### config.mk
export PLATFORM = sky130hd
export DESIGN_NAME = thcm_top
export DESIGN_NICKNAME = d
export VERILOG_FILES = /design/src/inc/thcm_pkg.sv /design/src/rtl/thcm_top.sv
export SDC_FILE = /design/constraint.sdc
export NUM_CORES = 1
export LEC_CHECK = 0
export CORE_ASPECT_RATIO = 0.9
export CORE_UTILIZATION = 64
export DETAILED_ROUTE_END_ITERATION = 12
export DONT_BUFFER_PORTS = 1
export PLACE_DENSITY = 0.8
export SYNTH_ARGS = -nofsm -noshare
export SYNTH_HDL_FRONTEND = slang
export SYNTH_SLANG_ARGS = --single-unit
export TNS_END_PERCENT = 20
### constraint.sdc
create_clock -name clk_i -period 4.7 [get_ports clk_i]
set_clock_uncertainty 0.1 [all_clocks]
set_input_delay 0.47 -clock clk_i [delete_from_list [all_inputs] [get_ports clk_i]]
set_output_delay 0.47 -clock clk_i [all_outputs]
set_load 0.005 [all_outputs]
### src/inc/thcm_pkg.sv
// constants, field layouts and state types of the two-hand control monitor
`default_nettype none
package thcm_pkg;
    // clock and timing figures, counter width and sizes
    localparam int CLK_KHZ   = 50000;
    localparam int SIMUL_MS  = 500;
    localparam int ALL_MS    = 15000;
    localparam int SWITCH_MS = 50;
    localparam int BLINK_MS  = 250;
    localparam int SIMUL_CYC  = SIMUL_MS * CLK_KHZ;
    localparam int ALL_CYC    = ALL_MS * CLK_KHZ;
    localparam int SWITCH_CYC = SWITCH_MS * CLK_KHZ;
    localparam int BLINK_CYC  = BLINK_MS * CLK_KHZ;
    localparam int CNT_W      = 30;
    localparam int NPAIR      = 4;
    localparam int NBTN       = 8;
    localparam int NIN        = 20;
    // register byte offsets
    localparam logic [3:0] ADR_CTRL     = 4'h0;
    localparam logic [3:0] ADR_STATUS   = 4'h4;
    localparam logic [3:0] ADR_IRQ_STAT = 4'h8;
    localparam logic [3:0] ADR_IRQ_MASK = 4'hc;
    // control fields
    localparam int CTRL_COMBINED = 0;
    localparam int CTRL_PAIRS_LO = 1;
    localparam int CTRL_CHANGE   = 3;
    localparam int CTRL_FEEDBACK = 4;
    localparam logic [4:0] CTRL_RESET = 5'h00;
    // interrupt status bits and failure codes
    localparam int IRQ_ON     = 0;
    localparam int IRQ_OFF    = 1;
    localparam int IRQ_SWITCH = 2;
    localparam int IRQ_ESTOP  = 3;
    localparam logic [3:0] FAULT_SWITCHOVER = 4'h7;
    localparam logic [3:0] FAULT_NONE       = 4'h0;

    typedef enum logic [2:0] {
        ST_RELEASE,
        ST_START,
        ST_ARMED,
        ST_ACTIVE,
        ST_FAULT
    } thcm_state_type;

    // pin group, filtered as one vector
    typedef struct packed {
        logic             ack;
        logic             feedback;
        logic [1:0]       estop;
        logic [NBTN-1:0]  nc;
        logic [NBTN-1:0]  no;
    } thcm_pins_type;
endpackage
`default_nettype wire

### src/rtl/thcm_top.sv
// two-hand control monitor with e-stop loop, wishbone registers and interrupt
//
// The register addresses and register access over Wishbone were left to the implementer.
`default_nettype none
module thcm_top
    import thcm_pkg::*;
#(
    parameter logic [CNT_W-1:0] SIMUL_CNT  = CNT_W'(SIMUL_CYC),
    parameter logic [CNT_W-1:0] ALL_CNT    = CNT_W'(ALL_CYC),
    parameter logic [CNT_W-1:0] SWITCH_CNT = CNT_W'(SWITCH_CYC),
    parameter logic [CNT_W-1:0] BLINK_CNT  = CNT_W'(BLINK_CYC)
) (
    input  wire logic            clk_i,
    input  wire logic            rst_i,
    input  wire logic            wb_cyc_i,
    input  wire logic            wb_stb_i,
    input  wire logic            wb_we_i,
    input  wire logic [3:0]      wb_adr_i,
    input  wire logic [3:0]      wb_sel_i,
    input  wire logic [31:0]     wb_dat_i,
    output logic      [31:0]     wb_dat_o,
    output logic                 wb_ack_o,
    input  wire logic [NBTN-1:0] btn_no_i,
    input  wire logic [NBTN-1:0] btn_nc_i,
    input  wire logic [1:0]      estop_loop_i,
    input  wire logic            contactor_feedback_input_i,
    input  wire logic            acknowledge_button_input_i,
    output logic                 safety_relay_a_o,
    output logic                 safety_relay_b_o,
    output logic                 indicator_status_o,
    output logic                 indicator_start_o,
    output logic      [3:0]      failure_code_o,
    output logic                 irq_o
);
    typedef struct packed {
        thcm_pins_type                s1;
        thcm_pins_type                s2;
        thcm_pins_type                s3;
        thcm_pins_type                filt;
        logic                         ack_prev;
        logic                         estop_prev;
        thcm_state_type               st;
        logic [NPAIR-1:0][CNT_W-1:0]  pair_cnt;
        logic [NPAIR-1:0]             pair_run;
        logic [NPAIR-1:0]             pair_ok;
        logic [CNT_W-1:0]             all_cnt;
        logic                         all_run;
        logic [CNT_W-1:0]             sw_cnt;
        logic [CNT_W-1:0]             blink_cnt;
        logic                         blink;
        logic                         ack_stuck;
        logic                         fb_fault;
        logic                         relay;
        logic                         ind_status;
        logic                         ind_start;
        logic [3:0]                   fault_code;
        logic [4:0]                   ctrl;
        logic [3:0]                   irq_stat;
        logic [3:0]                   irq_mask;
        logic                         irq;
        logic                         wb_ack;
        logic [31:0]                  wb_dat;
        logic [2:0]                   warm;
    } thcm_regs_type;

    thcm_regs_type   r;
    thcm_regs_type   next_r;
    thcm_pins_type   pins;
    logic            combined;
    logic [1:0]      npairs_m1;
    logic            change_mode;
    logic [NBTN-1:0] btn_en;
    logic [NBTN-1:0] pressed;
    logic [NBTN-1:0] released;
    logic [NBTN-1:0] transit;
    logic [NPAIR-1:0] pair_en;
    logic [NPAIR-1:0] pair_both;
    logic [NPAIR-1:0] pair_any;
    logic            all_released;
    logic            any_press;
    logic            estop_ok;
    logic            fb_ok;
    logic            ack_rise;
    logic            sw_fault;
    logic            fail;
    logic            flash_cond;
    logic [3:0]      events;
    logic [3:0]      w1c;
    logic            bus_wr;
    localparam logic [2:0] WARM_DONE = 3'h4; // filter output holds real pin levels from here

    assign pins = '{ack: acknowledge_button_input_i, feedback: contactor_feedback_input_i,
                    estop: estop_loop_i, nc: btn_nc_i, no: btn_no_i};

    // the whole block: filters, sequence, indicators and register slave
    always_comb begin
        next_r = r;
        // three-stage filter, value taken once stages two and three agree
        next_r.s1 = pins;
        next_r.s2 = r.s1;
        next_r.s3 = r.s2;
        next_r.filt = (r.s2 ~^ r.s3) & r.s3 | (r.s2 ^ r.s3) & r.filt;

        combined    = r.ctrl[CTRL_COMBINED];
        change_mode = r.ctrl[CTRL_CHANGE];
        // combined mode never watches more than two pairs
        npairs_m1 = r.ctrl[CTRL_PAIRS_LO +: 2];
        if (combined && npairs_m1 > 2'h1) begin
            npairs_m1 = 2'h1;
        end
        for (int p = 0; p < NPAIR; p++) begin
            pair_en[p]        = (2'(p) <= npairs_m1);
            btn_en[2*p]       = pair_en[p];
            btn_en[2*p+1]     = pair_en[p];
        end
        // changeover buttons: no and nc agreeing is a transit position
        for (int b = 0; b < NBTN; b++) begin
            pressed[b]  = change_mode ? (r.filt.no[b] && !r.filt.nc[b]) : r.filt.no[b];
            released[b] = change_mode ? (!r.filt.no[b] && r.filt.nc[b]) : !r.filt.no[b];
            transit[b]  = change_mode && btn_en[b] && (r.filt.no[b] == r.filt.nc[b]);
        end
        for (int p = 0; p < NPAIR; p++) begin
            pair_both[p] = pressed[2*p] && pressed[2*p+1];
            pair_any[p]  = !(released[2*p] && released[2*p+1]);
        end
        all_released = &(released | ~btn_en);
        any_press    = |(pair_any & pair_en);
        estop_ok     = &r.filt.estop;
        fb_ok        = !r.ctrl[CTRL_FEEDBACK] || r.filt.feedback;
        ack_rise     = r.filt.ack && !r.ack_prev;
        next_r.ack_prev   = r.filt.ack;
        next_r.estop_prev = estop_ok;
        // after reset the filter reads zero, which would look like released buttons
        next_r.warm = (r.warm == WARM_DONE) ? r.warm : r.warm + 3'h1;
        bus_wr = wb_cyc_i && wb_stb_i && wb_we_i && wb_sel_i[0] && r.wb_ack;

        // transfer timer runs while any watched button is between contacts
        sw_fault = 1'b0;
        if (|transit) begin
            next_r.sw_cnt = r.sw_cnt + CNT_W'(1);
            sw_fault = (r.sw_cnt + CNT_W'(1) >= SWITCH_CNT);
        end else begin
            next_r.sw_cnt = '0;
        end

        // indicator flash base
        if (r.blink_cnt >= BLINK_CNT - CNT_W'(1)) begin
            next_r.blink_cnt = '0;
            next_r.blink     = !r.blink;
        end else begin
            next_r.blink_cnt = r.blink_cnt + CNT_W'(1);
        end

        fail = 1'b0;
        case (r.st)
            ST_RELEASE: begin
                next_r.pair_ok  = '0;
                next_r.pair_run = '0;
                next_r.all_run  = 1'b0;
                next_r.fb_fault = 1'b0;
                next_r.all_cnt  = '0;
                next_r.pair_cnt = '0;
                // every configured pair must first be seen at rest, through a settled filter
                if (r.warm == WARM_DONE && all_released && (!combined || estop_ok)) begin
                    next_r.st = combined ? ST_START : ST_ARMED;
                    next_r.ack_stuck = combined && r.filt.ack;
                end
            end
            ST_START: begin
                // a held acknowledge button never counts as a start
                if (!r.filt.ack) begin
                    next_r.ack_stuck = 1'b0;
                end
                if (!estop_ok || !all_released) begin
                    next_r.st = ST_RELEASE;
                end else if (ack_rise) begin
                    next_r.st = ST_ARMED;
                end
            end
            ST_ARMED: begin
                for (int p = 0; p < NPAIR; p++) begin
                    if (pair_en[p]) begin
                        if (r.pair_ok[p]) begin
                            // let go before activation spoils the attempt
                            if (!pair_both[p]) begin
                                fail = 1'b1;
                            end
                        end else if (pair_any[p]) begin
                            next_r.pair_run[p] = 1'b1;
                            next_r.pair_cnt[p] = r.pair_run[p] ? r.pair_cnt[p] + CNT_W'(1) : '0;
                            if (pair_both[p]) begin
                                next_r.pair_ok[p] = 1'b1;
                            end else if (r.pair_run[p] && r.pair_cnt[p] + CNT_W'(1) >= SIMUL_CNT) begin
                                fail = 1'b1;
                            end
                        end else begin
                            next_r.pair_run[p] = 1'b0;
                            next_r.pair_cnt[p] = '0;
                        end
                    end
                end
                // window for all pairs opens at the first press of any
                if (any_press) begin
                    next_r.all_run = 1'b1;
                    next_r.all_cnt = r.all_run ? r.all_cnt + CNT_W'(1) : '0;
                    if (r.all_run && r.all_cnt + CNT_W'(1) >= ALL_CNT) begin
                        fail = 1'b1;
                    end
                end
                if (combined && !estop_ok) begin
                    fail = 1'b1;
                end
                next_r.fb_fault = ((next_r.pair_ok & pair_en) == pair_en) && !fb_ok;
                if (fail) begin
                    next_r.st = ST_RELEASE;
                end else if ((next_r.pair_ok & pair_en) == pair_en && fb_ok) begin
                    next_r.st = ST_ACTIVE;
                end
            end
            ST_ACTIVE: begin
                // any release, or an open loop in combined mode, drops out and demands a new start
                if ((pair_both & pair_en) != pair_en || (combined && !estop_ok)) begin
                    next_r.st = ST_RELEASE;
                end
            end
            ST_FAULT: begin
                next_r.st = ST_FAULT;
            end
            default: begin
                next_r.st = ST_RELEASE;
            end
        endcase
        // a new setting restarts the sequence, so combined mode always waits for a start
        if (bus_wr && wb_adr_i == ADR_CTRL && r.st != ST_FAULT) begin
            next_r.st = ST_RELEASE;
        end
        // switchover failure overrides everything and stays until reset
        if (sw_fault) begin
            next_r.st = ST_FAULT;
        end
        next_r.relay      = (next_r.st == ST_ACTIVE);
        next_r.fault_code = (next_r.st == ST_FAULT) ? FAULT_SWITCHOVER : FAULT_NONE;

        // indicators
        flash_cond = (combined && !estop_ok) || r.fb_fault || r.ack_stuck || r.st == ST_FAULT;
        next_r.ind_status = flash_cond ? r.blink : all_released;
        case (next_r.st)
            ST_ACTIVE: next_r.ind_start = 1'b1;
            ST_START:  next_r.ind_start = r.blink;
            default:   next_r.ind_start = 1'b0;
        endcase

        // interrupt sources
        events[IRQ_ON]     = next_r.relay && !r.relay;
        events[IRQ_OFF]    = !next_r.relay && r.relay;
        events[IRQ_SWITCH] = sw_fault && r.st != ST_FAULT;
        events[IRQ_ESTOP]  = combined && r.estop_prev && !estop_ok;

        // wishbone classic slave, one wait state, ack for one cycle; writes land at the ack edge
        w1c = (bus_wr && wb_adr_i == ADR_IRQ_STAT) ? wb_dat_i[3:0] : 4'h0;
        next_r.wb_ack = wb_cyc_i && wb_stb_i && !r.wb_ack;
        next_r.wb_dat = 32'h0000_0000;
        if (bus_wr) begin
            case (wb_adr_i)
                ADR_CTRL:     next_r.ctrl = wb_dat_i[4:0];
                ADR_IRQ_MASK: next_r.irq_mask = wb_dat_i[3:0];
                default:      ;
            endcase
        end
        if (wb_cyc_i && wb_stb_i && !r.wb_ack) begin
            case (wb_adr_i)
                ADR_CTRL:     next_r.wb_dat = {27'h0, r.ctrl};
                ADR_STATUS:   next_r.wb_dat = {16'h0, r.ind_start, r.ind_status, r.fb_fault,
                                               r.ack_stuck, r.pair_ok, r.fault_code, r.relay, r.st};
                ADR_IRQ_STAT: next_r.wb_dat = {28'h0, r.irq_stat};
                ADR_IRQ_MASK: next_r.wb_dat = {28'h0, r.irq_mask};
                default:      next_r.wb_dat = 32'h0000_0000;
            endcase
        end
        // a new event wins over a clear in the same cycle
        next_r.irq_stat = (r.irq_stat & ~w1c) | events;
        next_r.irq      = |(next_r.irq_stat & next_r.irq_mask);
    end

    // single state register; reset also stands for loss of supply
    always_ff @(posedge clk_i) begin
        if (rst_i) begin
            r <= '0;
        end else begin
            r <= next_r;
        end
    end

    assign wb_dat_o           = r.wb_dat;
    assign wb_ack_o           = r.wb_ack;
    assign safety_relay_a_o   = r.relay;
    assign safety_relay_b_o   = r.relay;
    assign indicator_status_o = r.ind_status;
    assign indicator_start_o  = r.ind_start;
    assign failure_code_o     = r.fault_code;
    assign irq_o              = r.irq;
endmodule
`default_nettype wire

* Yosys cells after proc, flatten, opt, wreduce, memory -nomap -nowiden
Index checks and enable logic that the tools add are counted.
Word-level totals: register bits after elaboration 364, input bits 65, output and inout port bits 42, word-level logic and storage cells 356
Cells by class: $add $sub $neg 8, order comparisons 12, equality and inequality tests 33, multiplexer cells 119, bitwise logic cells 16, reductions and logical operators 118
Operator list (number):
- $mux W30 | 17
- $pmux W159 S2 | 1
- $add A30 B1 Y30 const B | 7
- $ge A30 B25 Y1 const B | 4
- $mux W1 | 81
- $pmux W16 S4 | 1
- $logic_and A1 B1 Y1 | 62
- $and A20 B20 Y20 | 2
- $mux W31 | 1
- $ge A30 B22 Y1 const B | 1
- $ge A30 B24 Y1 const B | 1
- $ge A30 B30 Y1 const B | 1
- $logic_not A1 Y1 | 30
- $mux W3 | 9
- $ne A2 B2 Y1 const B | 11
- $and A4 B4 Y4 | 5
- $or A20 B20 Y20 | 1
- $xnor A20 B20 Y20 | 1
- $xor A20 B20 Y20 | 1
- $pmux W3 S5 | 1
- $reduce_and A3 Y1 | 5
- $mux W4 | 3
- $eq A3 B2 Y1 const B | 3
- $eq A3 B3 Y1 const B | 3
- 27 further kinds | 54

* Logic depth before layout (Yosys ltp)
depth in word-level cells 38, mapped depth 14, depth with buffers taken out 12

* Worst setup path before layout
No wires, ideal clock.
path type reg-to-reg, start register r[219] in the netlist's numbering, end register r (netlist bit irq_o), library setup time 62 ps, arrival time 3514 ps, data required time 4538 ps, path slack 1024 ps, stages on the path, launching flop included 13, buffers on the path 1, clock period less this slack 3676 ps, path through dfxtp_1 > ha_1 > nand2_1 > nor4_2 > and2_1 > clkbuf_1 > mux2_1 > a311oi_1 > or4_1 > a2111oi_4 > a41oi_2 > or4b_1 > nand3_1
Between the ends: word-level cells in the longest chain between the ends 27, elaborated cells on any way between the ends 29, those cells by class add/sub: 1; order compare: 1; eq/ne: 1; mux: 19; bitwise: 2; reduce/logical: 5
RTL lines:
- start: declaration | line thcm_top.sv:66 | thcm_regs_type r;
- start signal: assignment | line thcm_top.sv:290 | r <= next_r;
- $add A30 B1 Y30 (*) | line thcm_top.sv:193 | end else if (r.pair_run[p] && r.pair_cnt[p] + CNT_W'(1) >= SIMUL_CNT) begin
- $ge A30 B25 Y1 (*) | line thcm_top.sv:193
- $logic_and A1 B1 Y1 (*) | line thcm_top.sv:193
- $mux W1 (*) | line thcm_top.sv:193
- $mux W1 (*) | line thcm_top.sv:191 | if (pair_both[p]) begin
- $mux W1 (*) | line thcm_top.sv:188 | end else if (pair_any[p]) begin
- $mux W1 (*) | line thcm_top.sv:183 | if (r.pair_ok[p]) begin
- $mux W1 (*) | line thcm_top.sv:182 | if (pair_en[p]) begin
- [11 not listed]
- $mux W3 (*) | line thcm_top.sv:234 | if (bus_wr && wb_adr_i == ADR_CTRL && r.st != ST_FAULT) begin
- $mux W3 (*) | line thcm_top.sv:238 | if (sw_fault) begin
- $eq A3 B2 Y1 (*) | line thcm_top.sv:241 | next_r.relay = (next_r.st == ST_ACTIVE);
- $logic_not A1 Y1 | line thcm_top.sv:255 | events[IRQ_OFF] = !next_r.relay && r.relay;
- $logic_and A1 B1 Y1 | line thcm_top.sv:255
- $or A4 B4 Y4 (*) | line thcm_top.sv:281 | next_r.irq_stat = (r.irq_stat & ~w1c) | events;
- $and A4 B4 Y4 (*) | line thcm_top.sv:282 | next_r.irq = |(next_r.irq_stat & next_r.irq_mask);
- $reduce_or A4 Y1 (*) | line thcm_top.sv:282
Mark *: on every way between the ends. The rest lies on a longest branch, timed or not. The select of a mux whose other input is x is not followed. A chain may end at the register's enable or synchronous reset.

* Final worst setup path
start register r (netlist bit change_mode), end register r[147] in the netlist's numbering
Between the ends: word-level cells in the longest chain between the ends 7, elaborated cells on any way between the ends 20, those cells by class eq/ne: 1; mux: 8; bitwise: 1; reduce/logical: 10
RTL lines:
- $mux W1 | line thcm_top.sv:119 | released[b] = change_mode ? (!r.filt.no[b] && r.filt.nc[b]) : !r.filt.no[b];
- $logic_and A1 B1 Y1 | line thcm_top.sv:124 | pair_any[p] = !(released[2*p] && released[2*p+1]);
- $logic_not A1 Y1 | line thcm_top.sv:124
- $and A4 B4 Y4 (*) | line thcm_top.sv:127 | any_press = |(pair_any & pair_en);
- $reduce_or A4 Y1 (*) | line thcm_top.sv:127
- $ne A2 B2 Y1 (no line) (*)
- $reduce_and A2 Y1 (no line) (*)
Mark *: on every way between the ends. The rest lies on a longest branch, timed or not.

==> key figures <==
STA
  – Worst Max-Slew Pin Slew: ~1100 ps
  – Slew margin rel.: 0.244
  – Max-slew violation count: 0
  – Setup TNS: 0 ps
  – Final Cycle Share: 0.908
  – Final Hold Viols: 0
  – Max Fclk: ~0.23 GHz
  – Unrepaired setup endpoints after global routing: false
  – Setup violators final: 0
  – Hold Slack: between 30 and 40 ps
  – Fin crit period: ~4300 ps
  – Final setup margin: 432 ps

Placement
  – RePlAce Congestion: slightly above 0.9
  – Input/output buffers: 0
  – Dpl cells: between 2,000 and 3,000
  – Placed Area: 18,200 sq um
  – Post-DP HPWL: between 20,000 and 30,000 um
  – Post-place setup slack: approximately 670 ps

Clock network
  – Bufs on Longest Clock Path: 3
  – Postcts setup bufs: 0
  – CTS HTree Levels: 2
  – Num CTS Buffers: 36
  – CTS tree: done
  – Clock transition at path regs: about 60 ps
  – Worst-Skew Late Latency: roughly 540 ps
  – Clock sink count: between 300 and 400
  – Root Driver: clkbuf_16
  – Post-cts sizing count: 0
  – Hold bufs inserted after CTS: around 50

Worst setup path
  – Crit-path max FO: 27
  – Max incr delay on CP: 870 ps
  – Critical path arrival: between 4000 and 5000 ps
  – Worst Setup End Kind: register
  – CP Launch Type: register
  – Top delay family on crit path: compound AO/OA/AOI/OAI gates
  – Slowest cell on crit path: and2_1
  – Critical path class: reg2reg
  – Top cell by count, worst path: a31oi_1
  – Critical path buffers and inverters: 1
  – Crit path cell chain: nor3_1, a31oi_1, a21oi_1, o221a_2, nor2_1, and2_1, a31oi_1, a311oi_1, dlygate4sd3_1
  – CP required: just over 5000 ps

Finish
  – Final core utilization: 0.713
  – Post-route insts no fill: between 2,000 and 3,000
  – Design area: between 15,000 and 20,000 sq um
  – Layout cells sized above 1: 0.0475
  – N_diodes: 0
  – Area Growth Syn to Fin: 9.03%
  – Final layout net count: 2,381

Synth
  – Synth Warn #: 0
  – Mapped Cells: ~2,300
  – Top cell type's share of synthesized area: 0.375
  – Synth Cell Area: 18,300 sq um
  – Async SR Flop Fraction: 0
  – Avg Cell Area, Syn: 7.88 sq um
  – Synth area leader: dfxtp_1
  – Top FF cell, synth: dfxtp_1
  – Post-synth cell types: just over 80
  – Post-synth EDFFs: 0
  – Synth Register Bits: 343
  – Synth area leaders: dfxtp_1 37%, nor2_1 6.1%, a21oi_1 5.0%
  – Seq/Total Area, Yosys: 0.375

Drt
  – Routed len/inst: 16.8 um
  – Total wire length: 44,500 um
  – DR pass1 iterations: 6
  – DR vias: about 17,000
  – DRT antenna net count: 0
  – Wire length on met3: about 3000 um
  – Met2 WL: about 20,000 um
  – Met1 wire length: roughly 20,000 um
  – Drt initial violations: about 1,900
  – Drc violations: 0
  – Highest Signal Layer: met4
  – Vias per inst: 6.40

Power
  – Leak: between 6 and 7 nW
  – Power density cells: a little over 300 nW/um^2
  – Total design power: roughly 6.2 mW
  – Peak supply drop: 0.400 mV

Floorplan
  – Die area: between 20,000 and 30,000 sq um
  – Num rows: 58
  – Initial Util: 0.654
  – Die height: roughly 160 um
  – Chip width: 180 um
  – IO Count: between 100 and 150
  – Core box area: 28,000 sq um

Global route
  – Grt ovf: 0
  – Total GRT Usage: 0.293
  – Initial antenna violation count: 1
  – Pin count of the biggest net entering global routing: 242
  – Vias in the first global route: around 15,000
  – First-pass GRT wire length: 73,200 um

Run
  – Max cap viols: 0

Status
  – Run status: finished clean

Worst hold path
  – Hold crit path type: in2reg
## metal layers
layer  vias up  track usage
met5         -            0
met1      8000        0.403
met2       612        0.473
li1       8298            -
met3        88       0.0436
met4         0       0.0987
## worst reg2reg max path: stages (launching register included)
cell and delay [ps]:
dfxtp_1 700, nor3_1 120, a31oi_1 500, a21oi_1 150, o221a_2 360, nor2_1 290
and2_1 870, a31oi_1 190, a311oi_1 340, dlygate4sd3_1 600
## power by group
group / total [mW] / switching [mW] / internal (mW)
clock network: 3.09 / 1.22 / 1.87
registers: 2.95 / 0.0153 / 2.94
logic: 0.152 / 0.0976 / 0.0539
## synth_stat cells, drive strengths merged, types with 19 or more instances
library cell / number
a21oi: 184
a311oi: 55
a31oi: 33
a41oi: 19
and2: 32
and3: 44
and4: 21
buf: 46
clkbuf: 142
dfxtp: 343
ha: 49
inv: 53
nand2: 179
nand3: 108
nand4: 65
nor2: 296
nor2b: 68
nor3: 69
nor4: 50
o21ai: 127
or3: 24
xnor2: 48
xor2: 36
## path summary, 6_finish.rpt
kind / startpoint / slack (ps) / cells after the start / to
setup reg to reg: change_mode / 430 / 9 / r[147]
hold / removal: wb_dat_i[3] / 40 / 2 / change_mode
hold reg to reg: next_r[337] / 330 / 1 / next_r[317]
setup / recovery: change_mode / 430 / 9 / r[147]
## flip-flops by register name, indices dropped and copies added (netlist names)
register,count
change_mode,1
combined,1
failure_code_o,1
indicator_start_o,1
indicator_status_o,1
irq_o,1
next_r,41
r,280
safety_relay_a_o,1
wb_ack_o,1
wb_dat_o,14
## cells in the final DEF, fill, tap and decap left out, drive strengths merged, types with 32 or more instances in the layout
cell,count
dfxtp,343
nor2,296
a21oi,184
nand2,179
o21ai,127
nand3,108
nor3,69
nor2b,68
nand4,65
a311oi,55
inv,55
nor4,50
ha,49
clkbuf,49
xnor2,48
dlygate4sd3,48
and3,44
xor2,36
a31oi,33
and2,32
## kinds of logic (layout without fill, tap and decap cells)
| group | after synthesis | in the layout | synth area share |
|---|---|---|---|
| buf+inv | 241 | 190 | 0.0577 |
| simple gates | 1042 | 1042 | 0.290 |
| flops | 343 | 343 | 0.375 |
| mux | 19 | 19 | 0.0132 |
| other cells | 1 | 24 | 0.000205 |
| fa+ha+maj | 49 | 49 | 0.0335 |
| xor+xnor | 84 | 84 | 0.0402 |
| compound gates | 544 | 544 | 0.190 |
## final cells by class
type                       count  area, sq um
clock inverter                17          248
tap                          360          450
inverter                      53          199
clock buffer                  49         1050
sequential                   343         6870
timing repair buffer          71          673
multi-input combinational   1762        10500
fill                        2127         8050
Note: power is estimated with default switching activity, not from simulation.
